## config.mk

```make
export PLATFORM = sky130hd
export DESIGN_NAME = slpseq_top
export DESIGN_NICKNAME = d
export VERILOG_FILES = /design/src/slpseq_pkg.sv /design/src/slpseq_top.sv /design/src/slpseq_reset_sync.sv /design/src/slpseq_timer.sv
export SDC_FILE = /design/constraint.sdc
export NUM_CORES = 1
export LEC_CHECK = 0
export BUFFER_PORTS_ARGS = -buffer_cell sky130_fd_sc_hd__buf_2
export CAP_MARGIN = 30
export CORE_AREA = 2 2 93 95
export CTS_CLUSTER_SIZE = 14
export DETAILED_ROUTE_END_ITERATION = 12
export DIE_AREA = 0 0 95 97
export PLACE_DENSITY = 0.74
export REMOVE_ABC_BUFFERS = 1
export SLEW_MARGIN = 20
export SYNTH_ARGS = -nofsm -noshare
export SYNTH_HDL_FRONTEND = slang
export SYNTH_SLANG_ARGS = --single-unit
```

## constraint.sdc

```tcl
create_clock -name clk -period 2.4 [get_ports clk]
set_clock_uncertainty 0.05 [all_clocks]
set_input_delay 0.12 -clock clk [delete_from_list [all_inputs] [get_ports clk]]
set_output_delay 0.12 -clock clk [all_outputs]
set_load 0.1 [all_outputs]
```

## src/slpseq_pkg.sv

```systemverilog
package slpseq_pkg;

    // ********************************************************************
    // Register map (byte addresses on APB)
    // ********************************************************************
    localparam logic [7:0] ADDR_POWER_CONTROL_FIRST = 8'h00; // Sleep kind and trigger, first half
    localparam logic [7:0] ADDR_POWER_CONTROL_SECOND = 8'h04; // Sleep kind and trigger, second half
    localparam logic [7:0] ADDR_POWER_STATUS_FIRST = 8'h08; // Wake status, first half
    localparam logic [7:0] ADDR_POWER_STATUS_SECOND = 8'h0C; // Wake status, second half
    localparam logic [7:0] ADDR_FIRMWARE_COMMAND_PORT = 8'h10; // Firmware command port
    localparam logic [7:0] ADDR_FIRMWARE_CONFIG = 8'h14; // Hibernate code and supported flag
    localparam logic [7:0] ADDR_IRQ_STATUS = 8'h18; // Sticky event bits, write one to clear
    localparam logic [7:0] ADDR_IRQ_MASK = 8'h1C; // Event enable mask
    localparam logic [7:0] ADDR_SEQ_STATE = 8'h20; // Sequencer state and boot cause

    // ********************************************************************
    // Field positions
    // ********************************************************************
    localparam int SLEEP_KIND_LSB = 10; // Sleep kind field low bit
    localparam int SLEEP_KIND_W = 3; // Sleep kind field width
    localparam int SLEEP_TRIGGER_BIT = 13; // Trigger bit, write only
    localparam int WAKE_STATUS_BIT = 15; // Wake status bit in status registers
    localparam int HIB_SUPPORTED_BIT = 8; // Supported flag in firmware config
    localparam int IRQ_W = 4; // Number of event bits
    localparam int IRQ_SLEEP_ENTERED = 0; // Event: sleep entered
    localparam int IRQ_WAKE = 1; // Event: woke up
    localparam int IRQ_HIBERNATE_REQ = 2; // Event: hibernate request seen
    localparam int IRQ_POWER_BUTTON = 3; // Event: power button

    // ********************************************************************
    // Reset values and sleep kind codes
    // ********************************************************************
    localparam logic [7:0] HIB_CODE_RESET = 8'h00; // Firmware command code for hibernate
    localparam logic [2:0] KIND_S0 = 3'h0; // Working
    localparam logic [2:0] KIND_S1 = 3'h1; // Clocks stopped
    localparam logic [2:0] KIND_S2 = 3'h2; // CPU off
    localparam logic [2:0] KIND_S3 = 3'h3; // Memory retained
    localparam logic [2:0] KIND_S4 = 3'h4; // Hibernate
    localparam logic [2:0] KIND_S5 = 3'h5; // Soft off

    // ********************************************************************
    // Timing
    // ********************************************************************
    localparam int CLK_MHZ = 25; // System clock rate
    localparam int RESET_PULSE_NS = 1000; // Platform reset pulse on wake
    localparam int RESET_PULSE_CYC = (RESET_PULSE_NS * CLK_MHZ + 999) / 1000; // Rounded up
    localparam int SAVE_TIME_NS = 400; // Context save time before power off
    localparam int SAVE_CYC = (SAVE_TIME_NS * CLK_MHZ + 999) / 1000; // Rounded up

    // ********************************************************************
    // Types
    // ********************************************************************
    typedef enum logic [6:0] {
        ST_RUN = 7'h01,
        ST_ENTER = 7'h02,
        ST_SAVE = 7'h04,
        ST_CLK_STOP = 7'h08,
        ST_POWER_OFF = 7'h10,
        ST_WAKE_RESET = 7'h20,
        ST_RESTART_CLK = 7'h40
    } slpseq_state_t;

    typedef struct packed {
        logic clocks_run; // System clocks running
        logic cpu_power; // CPU and cache powered
        logic main_power; // Main system rail
        logic memory_self_refresh; // Memory in self refresh
        logic memory_isolate; // Memory isolated
        logic context_save; // Firmware context save in progress
        logic platform_reset_n; // Platform reset, active low
        logic cpu_reset_n; // CPU reset, active low
    } slpseq_power_t;

    typedef struct packed {
        logic cold_boot; // Boot through normal power on
        logic resume_vector; // Resume through waking vector
    } slpseq_boot_t;

endpackage : slpseq_pkg

```

## src/slpseq_top.sv

```systemverilog
`timescale 1ns/1ns
module slpseq_top #(
    parameter int RESET_CYC = slpseq_pkg::RESET_PULSE_CYC,
    parameter int SAVE_CYCLES = slpseq_pkg::SAVE_CYC,
    parameter logic HIB_SUPPORTED = 1'b1
) (
    input wire logic clk,
    input wire logic rstn,
    input wire logic psel,
    input wire logic penable,
    input wire logic pwrite,
    input wire logic [7:0] paddr,
    input wire logic [31:0] pwdata,
    output logic [31:0] prdata,
    output logic pready,
    output logic pslverr,
    input wire logic power_button,
    input wire logic wake_event,
    output slpseq_pkg::slpseq_power_t power_ctl,
    output slpseq_pkg::slpseq_boot_t boot_cause,
    output logic irq
);
    import slpseq_pkg::*;

    // Parameter check
    if (RESET_CYC < 1 || RESET_CYC > 255 || SAVE_CYCLES < 1 || SAVE_CYCLES > 255) begin : g_chk
        $error("slpseq_top: timing counts must be 1..255");
    end

    // ********************************************************************
    // Reset release and timer
    // ********************************************************************
    logic rst_n; // Synchronised reset
    logic tmr_load; // Start timer
    logic [7:0] tmr_count; // Timer load value
    logic tmr_done; // Timer expired

    slpseq_reset_sync u_rst (
        .clk(clk),
        .rstn(rstn),
        .rst_sync_n(rst_n)
    );

    slpseq_timer #(.WIDTH(8)) u_tmr (
        .clk(clk),
        .rst_n(rst_n),
        .load(tmr_load),
        .count(tmr_count),
        .done(tmr_done)
    );

    // ********************************************************************
    // APB decode helpers
    // ********************************************************************
    function automatic logic hit(input logic [7:0] a, input logic [7:0] off);
        hit = (a == off);
    endfunction : hit

    logic wr_en; // Write in access phase
    assign wr_en = psel && penable && pwrite;

    // ********************************************************************
    // Register state
    // ********************************************************************
    logic [2:0] kind_first_q, kind_first_d; // Sleep kind, first control
    logic [2:0] kind_second_q, kind_second_d; // Sleep kind, second control
    logic trig_first_q, trig_first_d; // First trigger armed
    logic trig_second_q, trig_second_d; // Second trigger armed
    logic wake_first_q, wake_first_d; // Wake status, first half
    logic wake_second_q, wake_second_d; // Wake status, second half
    logic [7:0] hib_code_q, hib_code_d; // Hibernate request code
    logic hib_flag_q, hib_flag_d; // Hibernate supported flag
    logic [IRQ_W-1:0] irq_sts_q, irq_sts_d; // Sticky events
    logic [IRQ_W-1:0] irq_mask_q, irq_mask_d; // Event mask
    logic [31:0] prdata_d;
    logic pslverr_d;
    logic pready_d;
    logic irq_d;

    // ********************************************************************
    // Sequencer state
    // ********************************************************************
    slpseq_state_t st_q, st_d; // Sequencer state
    logic [2:0] target_q, target_d; // Kind being entered
    slpseq_power_t pwr_q, pwr_d; // Power controls
    slpseq_boot_t boot_q, boot_d; // Boot cause
    logic start_seq; // Request to enter sleep
    logic [2:0] start_kind; // Kind requested
    logic [IRQ_W-1:0] ev; // Events this cycle
    logic woke; // Return to working state

    // Power controls in working state
    localparam slpseq_power_t PWR_ON = '{clocks_run: 1'b1, cpu_power: 1'b1, main_power: 1'b1,
        memory_self_refresh: 1'b0, memory_isolate: 1'b0, context_save: 1'b0,
        platform_reset_n: 1'b1, cpu_reset_n: 1'b1};

    // Register next values
    always_comb begin
        kind_first_d = kind_first_q;
        kind_second_d = kind_second_q;
        trig_first_d = trig_first_q;
        trig_second_d = trig_second_q;
        wake_first_d = wake_first_q;
        wake_second_d = wake_second_q;
        hib_code_d = hib_code_q;
        hib_flag_d = hib_flag_q;
        irq_mask_d = irq_mask_q;
        start_seq = 1'b0;
        start_kind = kind_first_q;
        pslverr_d = 1'b0;
        pready_d = psel && !penable;
        if (wr_en) begin
            if (hit(paddr, ADDR_POWER_CONTROL_FIRST)) begin
                // Kind always updates; trigger takes the written bit, so writing zero disarms
                kind_first_d = pwdata[SLEEP_KIND_LSB +: SLEEP_KIND_W];
                trig_first_d = pwdata[SLEEP_TRIGGER_BIT];
            end else if (hit(paddr, ADDR_POWER_CONTROL_SECOND)) begin
                kind_second_d = pwdata[SLEEP_KIND_LSB +: SLEEP_KIND_W];
                trig_second_d = pwdata[SLEEP_TRIGGER_BIT];
            end else if (hit(paddr, ADDR_POWER_STATUS_FIRST)) begin
                if (pwdata[WAKE_STATUS_BIT]) wake_first_d = 1'b0;
            end else if (hit(paddr, ADDR_POWER_STATUS_SECOND)) begin
                if (pwdata[WAKE_STATUS_BIT]) wake_second_d = 1'b0;
            end else if (hit(paddr, ADDR_FIRMWARE_COMMAND_PORT)) begin
                // Hibernate code starts firmware-driven hibernation
                if (pwdata[7:0] == hib_code_q && hib_flag_q && st_q == ST_RUN) begin
                    start_seq = 1'b1;
                    start_kind = KIND_S4;
                end
            end else if (hit(paddr, ADDR_FIRMWARE_CONFIG)) begin
                hib_code_d = pwdata[7:0];
                hib_flag_d = pwdata[HIB_SUPPORTED_BIT] & HIB_SUPPORTED;
            end else if (hit(paddr, ADDR_IRQ_MASK)) begin
                irq_mask_d = pwdata[IRQ_W-1:0];
            end
        end
        // Both halves armed: take the first half's kind
        if (trig_first_q && trig_second_q) begin
            trig_first_d = 1'b0;
            trig_second_d = 1'b0;
            if (st_q == ST_RUN && kind_first_q != KIND_S0) begin
                start_seq = 1'b1;
                start_kind = kind_first_q;
            end
        end
        // Hardware set wins over software clear
        if (woke) begin
            wake_first_d = 1'b1;
            wake_second_d = 1'b1;
        end
        // Error decided at setup so that it stands together with ready
        if (psel && !penable) begin
            pslverr_d = !(hit(paddr, ADDR_POWER_CONTROL_FIRST) || hit(paddr, ADDR_POWER_CONTROL_SECOND) ||
                hit(paddr, ADDR_POWER_STATUS_FIRST) || hit(paddr, ADDR_POWER_STATUS_SECOND) ||
                hit(paddr, ADDR_FIRMWARE_COMMAND_PORT) || hit(paddr, ADDR_FIRMWARE_CONFIG) ||
                hit(paddr, ADDR_IRQ_STATUS) || hit(paddr, ADDR_IRQ_MASK) || hit(paddr, ADDR_SEQ_STATE));
        end
    end

    // Read data mux, registered at setup
    always_comb begin
        prdata_d = 32'h0000_0000;
        if (hit(paddr, ADDR_POWER_CONTROL_FIRST)) begin
            prdata_d[SLEEP_KIND_LSB +: SLEEP_KIND_W] = kind_first_q;
        end else if (hit(paddr, ADDR_POWER_CONTROL_SECOND)) begin
            prdata_d[SLEEP_KIND_LSB +: SLEEP_KIND_W] = kind_second_q;
        end else if (hit(paddr, ADDR_POWER_STATUS_FIRST)) begin
            prdata_d[WAKE_STATUS_BIT] = wake_first_q;
        end else if (hit(paddr, ADDR_POWER_STATUS_SECOND)) begin
            prdata_d[WAKE_STATUS_BIT] = wake_second_q;
        end else if (hit(paddr, ADDR_FIRMWARE_CONFIG)) begin
            prdata_d[7:0] = hib_code_q;
            prdata_d[HIB_SUPPORTED_BIT] = hib_flag_q;
        end else if (hit(paddr, ADDR_IRQ_STATUS)) begin
            prdata_d[IRQ_W-1:0] = irq_sts_q;
        end else if (hit(paddr, ADDR_IRQ_MASK)) begin
            prdata_d[IRQ_W-1:0] = irq_mask_q;
        end else if (hit(paddr, ADDR_SEQ_STATE)) begin
            prdata_d[6:0] = st_q;
            prdata_d[10:8] = target_q;
            prdata_d[12] = boot_q.cold_boot;
            prdata_d[13] = boot_q.resume_vector;
        end
    end

    // Interrupt status: set wins over write-one-to-clear
    always_comb begin
        irq_sts_d = irq_sts_q;
        if (wr_en && hit(paddr, ADDR_IRQ_STATUS)) begin
            irq_sts_d = irq_sts_q & ~pwdata[IRQ_W-1:0];
        end
        irq_sts_d = irq_sts_d | ev;
        irq_d = |(irq_sts_d & irq_mask_d);
    end

    // ********************************************************************
    // Power sequencer
    // ********************************************************************
    always_comb begin
        st_d = st_q;
        target_d = target_q;
        pwr_d = pwr_q;
        boot_d = boot_q;
        tmr_load = 1'b0;
        tmr_count = 8'(SAVE_CYCLES);
        ev = '0;
        woke = 1'b0;
        case (st_q)
            ST_RUN: begin
                pwr_d = PWR_ON;
                if (start_seq) begin
                    target_d = start_kind;
                    st_d = ST_ENTER;
                    ev[IRQ_HIBERNATE_REQ] = (start_kind == KIND_S4) && !(trig_first_q && trig_second_q);
                end
            end
            ST_ENTER: begin
                // S4 and S5 share one path: timed save state then full power off; context_save raised for S4 only
                if (target_q == KIND_S4 || target_q == KIND_S5) begin
                    pwr_d.context_save = (target_q == KIND_S4);
                    tmr_load = 1'b1;
                    st_d = ST_SAVE;
                end else begin
                    pwr_d.memory_self_refresh = 1'b1; // All light states keep memory refreshed
                    pwr_d.clocks_run = 1'b0;
                    pwr_d.cpu_power = (target_q == KIND_S1);
                    pwr_d.memory_isolate = (target_q == KIND_S3);
                    pwr_d.main_power = (target_q != KIND_S3);
                    ev[IRQ_SLEEP_ENTERED] = 1'b1;
                    st_d = ST_CLK_STOP;
                end
            end
            ST_SAVE: begin
                if (tmr_done) begin
                    pwr_d.context_save = 1'b0;
                    pwr_d.clocks_run = 1'b0;
                    pwr_d.cpu_power = 1'b0;
                    pwr_d.main_power = 1'b0;
                    pwr_d.memory_self_refresh = 1'b0;
                    ev[IRQ_SLEEP_ENTERED] = 1'b1;
                    st_d = ST_POWER_OFF;
                end
            end
            ST_CLK_STOP: begin
                // Light states: any wake event or power button press resumes, with no mask applied
                if (wake_event || power_button) begin
                    if (target_q == KIND_S1) begin
                        st_d = ST_RESTART_CLK;
                    end else begin
                        pwr_d.main_power = 1'b1;
                        pwr_d.cpu_power = 1'b1;
                        pwr_d.clocks_run = 1'b1;
                        pwr_d.cpu_reset_n = 1'b0;
                        pwr_d.platform_reset_n = (target_q == KIND_S2);
                        boot_d = '{cold_boot: 1'b0, resume_vector: 1'b1};
                        tmr_load = 1'b1;
                        tmr_count = 8'(RESET_CYC);
                        st_d = ST_WAKE_RESET;
                    end
                    ev[IRQ_WAKE] = 1'b1;
                    ev[IRQ_POWER_BUTTON] = power_button;
                end
            end
            ST_POWER_OFF: begin
                // Deep states: power button restores, soft off cold boots
                if (power_button || (wake_event && target_q == KIND_S4)) begin
                    pwr_d = PWR_ON;
                    pwr_d.cpu_reset_n = 1'b0;
                    pwr_d.platform_reset_n = 1'b0;
                    boot_d.cold_boot = (target_q == KIND_S5);
                    boot_d.resume_vector = (target_q == KIND_S4);
                    tmr_load = 1'b1;
                    tmr_count = 8'(RESET_CYC);
                    ev[IRQ_WAKE] = 1'b1;
                    ev[IRQ_POWER_BUTTON] = power_button;
                    st_d = ST_WAKE_RESET;
                end
            end
            ST_WAKE_RESET: begin
                if (tmr_done) begin
                    st_d = ST_RESTART_CLK;
                end
            end
            ST_RESTART_CLK: begin
                pwr_d = PWR_ON;
                woke = 1'b1;
                st_d = ST_RUN;
            end
            default: begin
                st_d = ST_RUN;
            end
        endcase
    end

    // Registers
    always_ff @(posedge clk or negedge rst_n) begin
        if (!rst_n) begin
            kind_first_q <= KIND_S0;
            kind_second_q <= KIND_S0;
            trig_first_q <= 1'b0;
            trig_second_q <= 1'b0;
            wake_first_q <= 1'b0;
            wake_second_q <= 1'b0;
            hib_code_q <= HIB_CODE_RESET;
            hib_flag_q <= 1'b0;
            irq_sts_q <= '0;
            irq_mask_q <= '0;
            st_q <= ST_RUN;
            target_q <= KIND_S0;
            pwr_q <= PWR_ON;
            boot_q <= '{cold_boot: 1'b1, resume_vector: 1'b0};
            prdata <= 32'h0000_0000;
            pready <= 1'b0;
            pslverr <= 1'b0;
            irq <= 1'b0;
        end else begin
            kind_first_q <= kind_first_d;
            kind_second_q <= kind_second_d;
            trig_first_q <= trig_first_d;
            trig_second_q <= trig_second_d;
            wake_first_q <= wake_first_d;
            wake_second_q <= wake_second_d;
            hib_code_q <= hib_code_d;
            hib_flag_q <= hib_flag_d;
            irq_sts_q <= irq_sts_d;
            irq_mask_q <= irq_mask_d;
            st_q <= st_d;
            target_q <= target_d;
            pwr_q <= pwr_d;
            boot_q <= boot_d;
            prdata <= prdata_d;
            pready <= pready_d;
            pslverr <= pslverr_d;
            irq <= irq_d;
        end
    end

    assign power_ctl = pwr_q;
    assign boot_cause = boot_q;
endmodule : slpseq_top

```

## src/slpseq_reset_sync.sv

```systemverilog
`timescale 1ns/1ns
module slpseq_reset_sync (
    input wire logic clk,
    input wire logic rstn,
    output logic rst_sync_n
);
    import slpseq_pkg::*;

    // ********************************************************************
    // Two-stage release of the asynchronous reset
    // ********************************************************************
    logic stage_q; // First stage, read only by second
    logic stage_d;
    logic out_d;

    // Next values: shift a one in
    always_comb begin
        stage_d = 1'b1;
        out_d = stage_q;
    end

    // Registers
    always_ff @(posedge clk or negedge rstn) begin
        if (!rstn) begin
            stage_q <= 1'b0;
            rst_sync_n <= 1'b0;
        end else begin
            stage_q <= stage_d;
            rst_sync_n <= out_d;
        end
    end
endmodule : slpseq_reset_sync

```

## src/slpseq_timer.sv

```systemverilog
`timescale 1ns/1ns
module slpseq_timer #(
    parameter int WIDTH = 8
) (
    input wire logic clk,
    input wire logic rst_n,
    input wire logic load,
    input wire logic [WIDTH-1:0] count,
    output logic done
);
    import slpseq_pkg::*;

    // Width check
    if (WIDTH < 2) begin : g_chk
        $error("slpseq_timer: WIDTH too small");
    end

    // ********************************************************************
    // Down counter, done pulses one cycle when it reaches zero
    // ********************************************************************
    logic [WIDTH-1:0] cnt_q; // Remaining cycles
    logic [WIDTH-1:0] cnt_d;
    logic done_d;

    // Next values
    always_comb begin
        cnt_d = cnt_q;
        done_d = 1'b0;
        if (load) begin
            cnt_d = count;
        end else if (cnt_q != '0) begin
            cnt_d = cnt_q - 1'b1;
            done_d = (cnt_q == {{(WIDTH-1){1'b0}}, 1'b1});
        end
    end

    // Registers
    always_ff @(posedge clk or negedge rst_n) begin
        if (!rst_n) begin
            cnt_q <= '0;
            done <= 1'b0;
        end else begin
            cnt_q <= cnt_d;
            done <= done_d;
        end
    end
endmodule : slpseq_timer

```

## Word level (Yosys, flattened, before mapping)

Index checks and enable logic that the tools add are counted.

- Register bits: 76
- Input bits: 47
- Output and inout port bits: 45
- Logic and storage cells: 262

- Add/sub/neg operators: 1
- Eq/ne operators: 36
- Muxes and demuxes: 129
- Bitwise gates (word level): 9
- Reduce and logical (&&, ||, !) cells: 57

Operators with widths:

| kind | count |
|---|---|
| $mux 1 | 56 |
| $mux 7 | 8 |
| $mux 4 | 13 |
| $mux 3 | 17 |
| $pmux 7 s6 | 1 |
| $eq 8x5->1 const B | 4 |
| $mux 2 | 12 |
| $mux 8 | 3 |
| $mux 11 | 2 |
| $mux 10 | 2 |
| $mux 5 | 4 |
| $ne 2x2->1 const B | 9 |
| $reduce_bool 2->1 | 9 |
| $eq 8x4->1 const B | 2 |
| $reduce_and 4->1 | 4 |
| $pmux 3 s5 | 1 |
| $reduce_and 6->1 | 2 |
| $logic_or 1x1->1 | 11 |
| $logic_and 1x1->1 | 10 |
| $pmux 5 s2 | 1 |
| $reduce_and 5->1 | 2 |
| $eq 3x3->1 const B | 3 |
| $reduce_and 3->1 | 3 |
| $reduce_bool 3->1 | 3 |
| 34 further kinds | 50 |

## Depth between registers and ports, before layout

Gate-level depths: netlist (run 1).

- Depth in word-level cells: 19
- Depth in mapped cells: 7

## By module

Synthesis (run 1) repeated with hierarchy kept, for this count alone.

- Cell total of the unflattened synthesis: 365
- Area, all modules: 3866.2 um^2

Modules (own cells, without submodules):

| module | instances | cells each | area each (um^2) |
|---|---|---|---|
| slpseq_top | 1 | 303 | 3258.1 |
| slpseq_timer | 1 | 59 | 554.3 |
| slpseq_reset_sync | 1 | 3 | 53.8 |

## Least setup slack after synthesis (run 1)

No wires, ideal clock.

- Path type: register -> register
- From: reg st_q[6]
- To: reg pwr_q, in the netlist power_ctl[1]
- Library setup time: 0.080 ns
- Arrival: 1.881 ns
- Data required time: 2.270 ns
- Slack: 0.389 ns
- Cell stages (with the launch flop): 7
- Path buffers: 1
- Clock period less this slack: 2.011 ns
- Path through: dfrtp_1 -> buf_6 -> or4_4 -> or3_1 -> nor2_1 -> a2111oi_2 -> o22a_1

- Cells in the longest elaborated chain, start to end: 4

Ends and longest elaborated chain:

| item | RTL line | source |
|---|---|---|
| from (decl) | slpseq_top.sv:83 | `slpseq_state_t st_q, st_d;` |
| from (signal assigned) | slpseq_top.sv:327 | `st_q <= st_d;` |
| $eq 7x1->1 / $eq 7x7->1 (equally long branches) | slpseq_top.sv:208 | `case (st_q)` |
| $reduce_or 2->1 (no line) | - |  |
| $reduce_bool 3->1 (no line) | - |  |
| $reduce_and 4->1 (no line) | - |  |
| to (signal assigned) | slpseq_top.sv:329 | `pwr_q <= pwr_d;` |
| to (decl) | slpseq_top.sv:85 | `slpseq_power_t pwr_q, pwr_d;` |

Parallel ways exist; a longest one is shown, timed or not.
A chain may end at the register's enable or synchronous reset.

## Worst setup path after layout (run 1)

- From: reg st_q[5]
- To: reg pwr_q, in the netlist power_ctl[5]

- Cells in the longest elaborated chain, start to end: 4

Ends and longest elaborated chain:

| item | RTL line |
|---|---|
| $eq 7x1->1 / $eq 7x7->1 (equally long branches) | slpseq_top.sv:208 |
| $reduce_or 2->1 (no line) | - |
| $reduce_bool 5->1 (no line) | - |
| $reduce_and 6->1 (no line) | - |

Parallel ways exist; a longest one is shown, timed or not.

==> results of run 1 <==
-- synthesized netlist by cell type, types with 2 or more instances --
library cell,instances
sky130_fd_sc_hd__nor3b_1,2
sky130_fd_sc_hd__or4_1,2
sky130_fd_sc_hd__conb_1,2
sky130_fd_sc_hd__nand4b_1,2
sky130_fd_sc_hd__and4b_1,2
sky130_fd_sc_hd__nor2b_1,3
sky130_fd_sc_hd__nor4b_1,3
sky130_fd_sc_hd__nand2b_1,6
sky130_fd_sc_hd__buf_4,18
sky130_fd_sc_hd__o31ai_1,3
sky130_fd_sc_hd__a22o_1,8
sky130_fd_sc_hd__nand4_1,7
sky130_fd_sc_hd__inv_1,10
sky130_fd_sc_hd__dfrtp_1,69
sky130_fd_sc_hd__o21ba_1,2
sky130_fd_sc_hd__and2_1,3
sky130_fd_sc_hd__o21ai_0,15
sky130_fd_sc_hd__dfstp_2,7
sky130_fd_sc_hd__nor2_1,27
sky130_fd_sc_hd__o22ai_1,2
sky130_fd_sc_hd__a22oi_1,11
sky130_fd_sc_hd__xor2_1,2
sky130_fd_sc_hd__nor3_1,17
sky130_fd_sc_hd__nand3_1,8
sky130_fd_sc_hd__and3_1,6
sky130_fd_sc_hd__or3_1,4
sky130_fd_sc_hd__clkbuf_1,7
sky130_fd_sc_hd__o21a_1,3
sky130_fd_sc_hd__xnor2_1,14
sky130_fd_sc_hd__mux2_2,17
sky130_fd_sc_hd__nor4_1,4
sky130_fd_sc_hd__a21oi_1,14
sky130_fd_sc_hd__mux2i_1,4
sky130_fd_sc_hd__a21o_1,3
sky130_fd_sc_hd__nand2_1,22
sky130_fd_sc_hd__or2_2,3
sky130_fd_sc_hd__nor4bb_1,2
sky130_fd_sc_hd__ha_1,3
-- power by group --
| part | internal (uW) | leakage (uW) | switching [uW] |
|---|---|---|---|
| logic | 57.7 | 0.00110 | 212 |
| registers | 1290 | 0.000992 | 7.01 |
| clock network | 586 | 0.000102 | 475 |
| total | 1940 | 0.00219 | 694 |
-- layout make-up --
cell class	instances	area, um^2	share of cell area [%]
Sequential cell	76	1910	42.0
Multi-Input combinational cell	261	1750	38.5
Timing Repair Buffer	80	503	11.1
Tap cell	105	131	2.89
Clock buffer	10	128	2.80
Clock inverter	6	88.8	1.95
Inverter	10	37.5	0.825
-- cell families after synthesis --
kind of cell,count (synthesis)
AND/OR/NAND/NOR,133
flip-flops,76
other,2
adder cells (fa/ha/maj),3
AO/OA/AOI/OAI,70
XOR/XNOR,16
buffers and inverters,37
multiplexers,21
-- per-layer routing --
metal | wire [um] | part of all wire [%] | GRT usage, % | vias up
met1 | 3790 | 46 | 26.8 | 1427
met2 | 3950 | 48 | 30.8 | 81
li1 | - | - | - | 1418
met4 | 85 | 1.0 | 5.80 | 0
met5 | 0 | 0 | 0 | -
met3 | 390 | 4.7 | 2.88 | 9
-- tightest hold or removal path, stage by stage --
cell,delay (ns)
sky130_fd_sc_hd__buf_2,0.09
sky130_fd_sc_hd__mux2i_1,0.06
sky130_fd_sc_hd__a21oi_1,0.11
-- worst max-delay path by stage --
stage | from | end | slack [ns] | depth (start not counted)
2_1_floorplan | u_rst.rst_sync_n | boot_cause[0] | 0.09 | 0
3_3_place_gp | st_q[5] | power_ctl[5] | 0.21 | 5
3_5_place_dp | st_q[5] | power_ctl[6] | 0.16 | 5
4_1_cts | st_q[5] | power_ctl[6] | 0.14 | 5
5_1_grt | st_q[5] | power_ctl[6] | 0.05 | 5
6_report | st_q[5] | power_ctl[5] | 0.15 | 5
-- stage by stage --
stage / util [%] / power [uW] / instances / hold slack [ns] / instance area, um^2
6_report: 55.9 / 2630 / 548 / 0.0120 / 4550
5_1_grt: 55.9 / 2730 / 548 / 0.0248 / 4550
4_1_cts: 55.9 / 2650 / 548 / 0.0132 / 4550
3_5_place_dp: 51.8 / 1580 / 520 / -0.143 / 4210
3_3_place_gp: 51.8 / 1580 / 520 / -0.145 / 4210
2_1_floorplan: - / 1520 / 347 / -0.226 / 3700
-- sequential cells by signal, indices dropped and copies added (netlist names), 2 cells and up --
register,count
boot_cause,2
hib_code_q,8
irq_mask_q,4
irq_sts_q,4
kind_first_q,3
kind_second_q,3
power_ctl,8
prdata,15
st_q,7
target_q,3
u_tmr.cnt_q,8
-- timing repair --
item,in CTS,in global routing
hold buffers,12,0
endpoints found under the hold margin,15,0
endpoints found under the setup margin,0,0
==> metrics.txt, run 1 <==
run status=finished clean; leftover overflow at the end of global routing=0; Die Footprint=0.00922 mm^2; number of setup buffers added after CTS=0; end of the worst register-to-register path=power_ctl[5]; fraction of layout cells with a size suffix above 1=27.3%; Iter 0 DRT Violations=246; total via count after detailed routing=2935; compound-gate portion of the synthesized area=13.3%; area share of xor/xnor cells in the synthesized design=3.67%; Post-Place Worst Slack=0.164 ns; cells resized by post-CTS repair=0; area added between synthesis and finish=19.3%; smallest setup slack after layout=0.154 ns; clock edge transition at the registers on the reported setup and hold paths=0.08 ns; Die Span Y=97 um; clock tree sinks=76; post-synthesis cell type count=59; post-DP HPWL=5900 um; area share of the largest cell type after synthesis=45.3%; cell types with the largest area share after synthesis=sky130_fd_sc_hd__dfrtp_1, sky130_fd_sc_hd__mux2_2, sky130_fd_sc_hd__dfstp_2, sky130_fd_sc_hd__buf_4, sky130_fd_sc_hd__xnor2_1; number of buffers added by the clock tree synthesis step=9; count of antenna-violating nets left after detailed routing=0; transition time of the tightest slew-check pin=0.599 ns; maximum number of pins on one net before global-route repair=75; Final nets=488; Synth area leader=sky130_fd_sc_hd__dfrtp_1; # diodes=0; unrepaired setup endpoints after global routing=no; mean cell area of the mapped netlist=10.7 um^2; Post-Synth Simple-Gate Area=20.1%; maximum level of the CTS H-tree=3; critical path, cell by cell=or4_1 -> or3_1 -> a2bb2oi_2 -> a21oi_1 -> o21ba_1; WHS Path Cells=3; TritonCTS clock tree=yes; Clk Latency, worst-skew pair=0.35 ns; Total Routing Usage GR=19.2%; start of the worst register-to-register path=st_q[5]; commonest non-fill, non-tap cells in the layout=sky130_fd_sc_hd__dfrtp_1, sky130_fd_sc_hd__buf_2, sky130_fd_sc_hd__nor2_1, sky130_fd_sc_hd__nand2_1, sky130_fd_sc_hd__conb_1; leakage power of the design=0.00219 uW; Fill cells=707; max-capacitance violation count=0; sum of buffers and inverters on the critical path=0; CP Class=flip-flop to flip-flop; row cnt=33; I/O pin total=92; maximum buffer depth of the clock tree=2; worst min-delay path startpoint=pwdata[13]; width of the die=95 um; Min-Delay Endpoint=trig_first_q; register-to-register setup slack=0.15 ns; delay-heaviest family, CP=simple AND/OR/NAND/NOR gates; vias in the first global route=2902; initial core utilization=46.9%; largest family of logic cells by synthesized area=simple AND/OR/NAND/NOR gates; cell area power density=578 mW/mm^2; critical path required time=2.63 ns; arithmetic-cell share of the synthesized area counting full adders, half adders and majority gates=0.984%; number of cells on the worst reg-to-reg path=5; post-detailed-route DRC marker count=0; sequential cell area fraction in the yosys report=50.1%; IO buf count=56; Yosys warnings=0; most frequent standard cell in the layout excluding fill and tap cells=sky130_fd_sc_hd__dfrtp_1; data arrival time of the worst path=2.48 ns; TritonRoute pass-1 iters=4; final hold vios=0; crit path launch type=flip-flop; cell area after technology mapping=0.00381 mm^2; CP endpoint kind=flip-flop; Async S/R FF share, synth=100%; core box area=0.00813 mm^2; highest fanout seen on the critical path=9; cell at the slowest stage of the critical path=sky130_fd_sc_hd__or3_1; shortest period the worst path allows=2.25 ns; routed wire length per instance=15.0 um; worst ir drop on vdd=277 uV; wire length of the first global-routing pass=14000 um; Tightest Hold Check Type=primary input to flip-flop; EDFF count, synth=0; number of max-slew violations in the final report=0; Mapped Cells=358; top achievable clock speed=445 MHz; average via count per standard cell=5.36; final setup violation count=0; mux contribution to synthesized area=6.07%; Placer Congestion=0.888; initial antenna violation count=0; Sum Neg Setup Slack=0 ns; Synth Register Bits=76; Root Buffer Master=sky130_fd_sc_hd__clkbuf_8; Top FF cell, synth=sky130_fd_sc_hd__dfrtp_1; Rel. slew slack=60.0%; routed wire length=8220 um; largest stage delay on the critical path=0.57 ns; fin crit share=93.6%
(Power assumes the default switching activity.)
==> inputs of run 2 (changes only) <==
--- a/config.mk
+++ b/config.mk
@@ -7,11 +7,13 @@
 export LEC_CHECK = 0
 export BUFFER_PORTS_ARGS = -buffer_cell sky130_fd_sc_hd__buf_2
 export CAP_MARGIN = 30
-export CORE_AREA = 2 2 93 95
+export CELL_PAD_IN_SITES_DETAIL_PLACEMENT = 0
+export CELL_PAD_IN_SITES_GLOBAL_PLACEMENT = 1
+export CORE_AREA = 2 2 105 107
 export CTS_CLUSTER_SIZE = 14
 export DETAILED_ROUTE_END_ITERATION = 12
-export DIE_AREA = 0 0 95 97
-export PLACE_DENSITY = 0.74
+export DIE_AREA = 0 0 107 109
+export PLACE_DENSITY_LB_ADDON = 0.1
 export REMOVE_ABC_BUFFERS = 1
 export SLEW_MARGIN = 20
 export SYNTH_ARGS = -nofsm -noshare
==> metrics.txt, run 2 (synthesis gave the netlist of run 1 again) <==
run status=finished clean; core box area=0.0106 mm^2 (+30%); CP Class=flip-flop to flip-flop; maximum buffer depth of the clock tree=2 (unchanged); IO buf count=56 (unchanged); data arrival time of the worst path=2.50 ns (+0.02 ns); routed wire length per instance=16.1 um (+7.2%); Reg with most FFs=prdata; grt peak-use layer=met2; net switching fraction of the power=25.7% (-0.70 points); average via count per standard cell=5.05 (-5.8%); wire length of the first global-routing pass=15300 um (+9.4%); vias in the first global route=2973 (+2.4%); Hold Slack=0.0131 ns (+0.00110 ns); Clk Latency, worst-skew pair=0.36 ns (about the same); initial core utilization=36.0% (-11 points); cell at the slowest stage of the critical path=sky130_fd_sc_hd__or3_1; GR Layer Usage met3=4.36% (+1.5 points); transition time of the tightest slew-check pin=0.631 ns (+0.0317 ns); Rel. slew slack=57.9% (-2.1 points); leakage power of the design=0.00223 uW (+1.5%); number of setup buffers added after CTS=0 (unchanged); total via count after detailed routing=2962 (+0.92%); count of antenna-violating nets left after detailed routing=0 (unchanged); Sum Neg Setup Slack=0 ns (unchanged); GR Util met1=23.2% (-3.6 points); initial antenna violation count=0 (unchanged); TritonCTS clock tree=yes; post-detailed-route DRC marker count=0 (unchanged); highest fanout seen on the critical path=9 (unchanged); I/O pin total=92 (unchanged); net switching power of the design=706 uW (+1.7%); Final nets=492 (+0.82%); crit path launch type=flip-flop; number of flip-flops in the largest register=15 (unchanged); # diodes=0 (unchanged); clock edge transition at the registers on the reported setup and hold paths=0.08 ns (about the same); Die Footprint=0.0117 mm^2 (+27%); commonest non-fill, non-tap cells in the layout=sky130_fd_sc_hd__dfrtp_1, sky130_fd_sc_hd__buf_2, sky130_fd_sc_hd__nor2_1, sky130_fd_sc_hd__nand2_1, sky130_fd_sc_hd__conb_1; Placer Congestion=0.788 (-11%); combinational fraction of design power=9.6% (-0.7 points); maximum level of the CTS H-tree=3 (unchanged); final setup violation count=0 (unchanged); max-capacitance violation count=0 (unchanged); maximum number of pins on one net before global-route repair=41 (-45%); leftover overflow at the end of global routing=0 (unchanged); CP endpoint kind=flip-flop; unrepaired setup endpoints after global routing=no; fin crit share=94.4% (+0.77 points); cell area power density=591 mW/mm^2 (+2.3%); cells resized by post-CTS repair=0 (unchanged); fraction of layout cells with a size suffix above 1=27.3% (about the same); number of buffers added by the clock tree synthesis step=9 (unchanged); critical path, cell by cell=or4_1 -> or3_1 -> a2bb2oi_2 -> a21oi_1 -> o21ba_1; part of the power in registers=47.8% (-1.6 points); routed wire length=9440 um (+15%); row cnt=38 (+15%); TritonRoute pass-1 iters=4 (unchanged); Die Span Y=109 um (+12%); most frequent standard cell in the layout excluding fill and tap cells=sky130_fd_sc_hd__dfrtp_1; Tightest Hold Check Type=primary input to flip-flop; Clock power frac=42.6% (+2.3 points); clock tree sinks=76 (unchanged); number of max-slew violations in the final report=0 (unchanged); area added between synthesis and finish=21.8%; global-route track usage on met2=26.9% (-3.9 points); top achievable clock speed=442 MHz (-0.82%); final hold vios=0 (unchanged); post-DP HPWL=6850 um (+16%); worst ir drop on vdd=240 uV (-13%); Total Routing Usage GR=17.2% (-2.0 points); Iter 0 DRT Violations=137 (-44%); width of the die=107 um (+13%); Root Buffer Master=sky130_fd_sc_hd__clkbuf_8; internal power of the cells=2040 uW (+5.4%); critical path required time=2.64 ns (about the same); shortest period the worst path allows=2.26 ns (+0.0185 ns); largest stage delay on the critical path=0.57 ns (about the same)
[run 2: stage by stage]
| step | utilization [%] | setup slack, ns | cell area [um^2] | cells | power (uW) |
|---|---|---|---|---|---|
| after floorplan | - | 0.0890 | 3700 | 347 | 1520 |
| after global placement | 40.3 | 0.189 | 4280 | 557 | 1580 |
| after detailed placement | 40.3 | 0.142 | 4280 | 557 | 1590 |
| after CTS | 43.8 | 0.125 | 4650 | 587 | 2780 |
| after global routing | 43.8 | 0.0463 | 4650 | 587 | 2850 |
| final | 43.8 | 0.135 | 4650 | 587 | 2750 |
[run 2: what timing repair did]
item                                    in CTS  in global routing
endpoints found under the setup margin       0                  0
hold buffers                                14                  0
hold endpoints to repair                    16                  0
[run 2: final timing paths]
check,start,cells past startpoint,slack [ns],endpoint
worst max-delay path,st_q[6],5,0.14,power_ctl[6]
worst min-delay path,pwdata[0],2,0.01,hib_code_q[0]
worst max register to register,st_q[6],5,0.14,power_ctl[6]
worst min register to register,u_rst.rst_sync_n,0,0.28,prdata[10]
max in group asynchronous,u_rst.rst_sync_n,1,1.38,st_q[0]
min in group asynchronous,u_rst.rst_sync_n,0,0.28,prdata[10]
[run 2: metal layers]
layer	up-vias	routed length, um
li1	1422	-
met3	17	438
met5	-	0
met1	1427	4450
met2	96	4400
met4	0	152
[run 2: cell type report]
cell class                      instances  area, um^2
Clock buffer                           11         131
Fill cell                            1032        5960
Tap cell                              140         175
Sequential cell                        76        1910
Timing Repair Buffer                   84         538
Clock inverter                          5         100
Inverter                               10        37.5
Multi-Input combinational cell        261        1750
[run 2: power groups by stage]
stage	Clock (uW)	Sequential, uW	Combinational (uW)
3_3_place_gp	0	1340	245
6_report	1170	1310	263
4_1_cts	1210	1310	264
5_1_grt	1250	1320	279
3_5_place_dp	0	1340	247
2_1_floorplan	0	1370	150
[run 2: critical path: cells and delay by family, from the launching register on]
family | cells | cell delay, ns
AO/OA/AOI/OAI | 3 | 0.55
AND/OR/NAND/NOR | 2 | 1.10
flip-flops | 1 | 0.50
==> inputs of run 3 (changes only) <==
--- a/config.mk
+++ b/config.mk
@@ -5,14 +5,15 @@
 export SDC_FILE = /design/constraint.sdc
 export NUM_CORES = 1
 export LEC_CHECK = 0
+export ABC_AREA = 1
 export BUFFER_PORTS_ARGS = -buffer_cell sky130_fd_sc_hd__buf_2
 export CAP_MARGIN = 30
 export CELL_PAD_IN_SITES_DETAIL_PLACEMENT = 0
 export CELL_PAD_IN_SITES_GLOBAL_PLACEMENT = 1
-export CORE_AREA = 2 2 105 107
+export CORE_AREA = 2 2 110 112
 export CTS_CLUSTER_SIZE = 14
 export DETAILED_ROUTE_END_ITERATION = 12
-export DIE_AREA = 0 0 107 109
+export DIE_AREA = 0 0 112 114
 export PLACE_DENSITY_LB_ADDON = 0.1
 export REMOVE_ABC_BUFFERS = 1
 export SLEW_MARGIN = 20
==> metrics.txt, run 3 <==
run status=complete, but fails checks; violations in the final reports=hold timing; maximum level of the CTS H-tree=3 (unchanged); Sum Neg Setup Slack=0 ns (unchanged); critical path required time=2.64 ns (about the same); Reg with most FFs=prdata; # diodes=0 (unchanged); fraction of layout cells with a size suffix above 1=20.4% (-6.9 points); number of max-slew violations in the final report=0 (unchanged); leakage power of the design=0.00258 uW (+16%); net switching power of the design=793 uW (+12%); Die Footprint=0.0128 mm^2 (+9.5%); Final nets=647 (+32%); post-DP HPWL=8330 um (+22%); TritonRoute pass-1 iters=4 (unchanged); Clock power frac=50.1% (+7.5 points); routed wire length=10800 um (+15%); Yosys warnings=0 (unchanged); shortest period the worst path allows=1.78 ns (-0.480 ns); Hold Slack=-0.00174 ns (-0.0148 ns); final setup violation count=0 (unchanged); cell with the most instances after synthesis=sky130_fd_sc_hd__nand2_1; Root Buffer Master=sky130_fd_sc_hd__clkbuf_16; mean cell area of the mapped netlist=7.79 um^2 (-27%); overall power of the completed layout=3150 uW (+15%); maximum number of pins on one net before global-route repair=48 (+17%); TritonCTS clock tree=yes; CP endpoint kind=flip-flop; core box area=0.0117 mm^2 (+10%); commonest non-fill, non-tap cells in the layout=sky130_fd_sc_hd__nand2_1, sky130_fd_sc_hd__dfrtp_1, sky130_fd_sc_hd__inv_1, sky130_fd_sc_hd__buf_2, sky130_fd_sc_hd__nor2_1; leftover overflow at the end of global routing=0 (unchanged); internal power of the cells=2360 uW (+16%); initial core utilization=34.8% (-1.2 points); wire length of the first global-routing pass=18200 um (+19%); IO buf count=56 (unchanged); smallest setup slack after layout=0.616 ns (+0.480 ns); average via count per standard cell=4.70 (-6.9%); crit path launch type=primary input; cells resized by post-CTS repair=0 (unchanged); count of antenna-violating nets left after detailed routing=0 (unchanged); cell area power density=642 mW/mm^2 (+8.7%); sequential cell area fraction in the yosys report=46.9% (-3.2 points); part of the power in registers=41.5% (-6.3 points); number of buffers added by the clock tree synthesis step=9 (unchanged); Placer Congestion=0.791 (+0.38%); area added between synthesis and finish=20.4%; global-route track usage on met2=30.7% (+3.8 points); combinational fraction of design power=8.4% (-1.2 points); maximum buffer depth of the clock tree=2 (unchanged); net switching fraction of the power=25.1% (-0.55 points); Iter 0 DRT Violations=145 (+5.8%); number of flip-flops in the largest register=15 (unchanged); top achievable clock speed=560 MHz (+27%); post-detailed-route DRC marker count=0 (unchanged); routed wire length per instance=14.4 um (-10%); Post-Place Worst Slack=0.669 ns (+0.526 ns); cell area after technology mapping=0.00408 mm^2 (+6.8%); clock edge transition at the registers on the reported setup and hold paths=0.06 ns (-0.02 ns); GR Util met1=23.6% (+0.36 points); I/O pin total=92 (unchanged); clock tree sinks=76 (unchanged); grt peak-use layer=met2; vias in the first global route=3570 (+20%); Die Span Y=114 um (+4.6%); Total Routing Usage GR=18.4% (+1.3 points); initial antenna violation count=0 (unchanged); Rel. slew slack=65.3% (+7.4 points); most frequent standard cell in the layout excluding fill and tap cells=sky130_fd_sc_hd__nand2_1; highest fanout seen on the critical path=8 (-1); Synth area leader=sky130_fd_sc_hd__dfrtp_1; post-synthesis cell type count=39 (-34%); most used standard cells in the synthesized netlist=sky130_fd_sc_hd__nand2_1, sky130_fd_sc_hd__dfrtp_1, sky130_fd_sc_hd__inv_1; cell types with the largest area share after synthesis=sky130_fd_sc_hd__dfrtp_1, sky130_fd_sc_hd__nand2_1, sky130_fd_sc_hd__inv_1, sky130_fd_sc_hd__nor2_1, sky130_fd_sc_hd__nand3_1; total via count after detailed routing=3519 (+19%); Mapped Cells=523 (+46%); transition time of the tightest slew-check pin=0.519 ns (-0.112 ns); CP Class=primary input to flip-flop; unrepaired setup endpoints after global routing=no; area share of the largest cell type after synthesis=42.4% (-2.9 points); final hold vios=1 (+1); worst ir drop on vdd=368 uV (+54%); Tightest Hold Check Type=primary input to flip-flop; Synth Register Bits=76 (unchanged); row cnt=40 (+5.3%); data arrival time of the worst path=2.02 ns (-0.48 ns); Async S/R FF share, synth=100% (unchanged); max-capacitance violation count=0 (unchanged); Clk Latency, worst-skew pair=0.35 ns (about the same); EDFF count, synth=0 (unchanged); Top FF cell, synth=sky130_fd_sc_hd__dfrtp_1; GR Layer Usage met3=3.35% (-1.0 points); fin crit share=74.3% (-20 points); width of the die=112 um (+4.7%)
==> run 3: cell families after synthesis <==
family | Yosys count | synth area share [%]
XOR/XNOR | 4 | 0.860
buffers and inverters | 91 | 10.2
flip-flops | 76 | 46.9
AO/OA/AOI/OAI | 58 | 8.26
other | 2 | 0.184
AND/OR/NAND/NOR | 289 | 32.7
adder cells (fa/ha/maj) | 3 | 0.921
==> run 3: worst max-delay path: stages <==
cell and delay, ns:
sky130_fd_sc_hd__dlygate4sd3_1 0.52, sky130_fd_sc_hd__buf_2 0.11, sky130_fd_sc_hd__inv_1 0.07, sky130_fd_sc_hd__nor2_4 0.26, sky130_fd_sc_hd__nand2_1 0.21, sky130_fd_sc_hd__nor2_1 0.31, sky130_fd_sc_hd__nand2_1 0.09, sky130_fd_sc_hd__nand2_1 0.10
sky130_fd_sc_hd__nand2_1 0.06, sky130_fd_sc_hd__nand2_1 0.06, sky130_fd_sc_hd__nor2_1 0.04, sky130_fd_sc_hd__nand2_1 0.05
==> run 3: area by class of cell <==
class                      count  area [um^2]
multi-input combinational    372         1810
sequential                    76         1910
tap                          147          184
inverter                      72          270
fill                        1231         6800
clock inverter                 6          111
clock buffer                  10          229
timing repair buffer          66          390
==> run 3: power by group through the flow <==
stage	Sequential, uW	Combinational (uW)	Clock, uW
detailed placement	1330	257	0
CTS	1310	268	1620
global route	1310	285	1670
floorplan	1360	165	0
finish	1310	266	1580
global placement	1330	256	0
==> run 3: final timing paths <==
path	from	end	slack, ns	depth (start not counted)
hold / removal	pwdata[12]	kind_second_q[2]	-0.002	3
min in group asynchronous	rstn	u_rst.rst_sync_n	0.03	2
max in group asynchronous	u_rst.rst_sync_n	power_ctl[0]	1.44	1
setup / recovery	penable	irq	0.62	12
hold reg to reg	u_rst.rst_sync_n	kind_second_q[0]	0.21	0
setup reg to reg	st_q[4]	power_ctl[4]	0.66	10
==> run 3: routing by layer <==
| layer | part of all wire [%] | wire, um | vias to the layer above |
|---|---|---|---|
| met5 | 0 | 0 | - |
| met4 | 2.3 | 246 | 0 |
| met3 | 3.7 | 401 | 13 |
| met2 | 48 | 5210 | 75 |
| met1 | 46 | 4950 | 1659 |
| li1 | - | - | 1772 |
==> run 3: repair_timing <==
action	in CTS	in global routing
hold buffers	9	0
setup buffers	0	0
hold endpoints to repair	9	0
==> run 3: per-stage QoR <==
stage	cells	util, %	instance area (um^2)
after floorplan	520	-	3990
after global placement	724	38.2	4480
after detailed placement	724	38.2	4480
after CTS	749	41.9	4910
after global routing	749	41.9	4910
final	749	41.9	4910
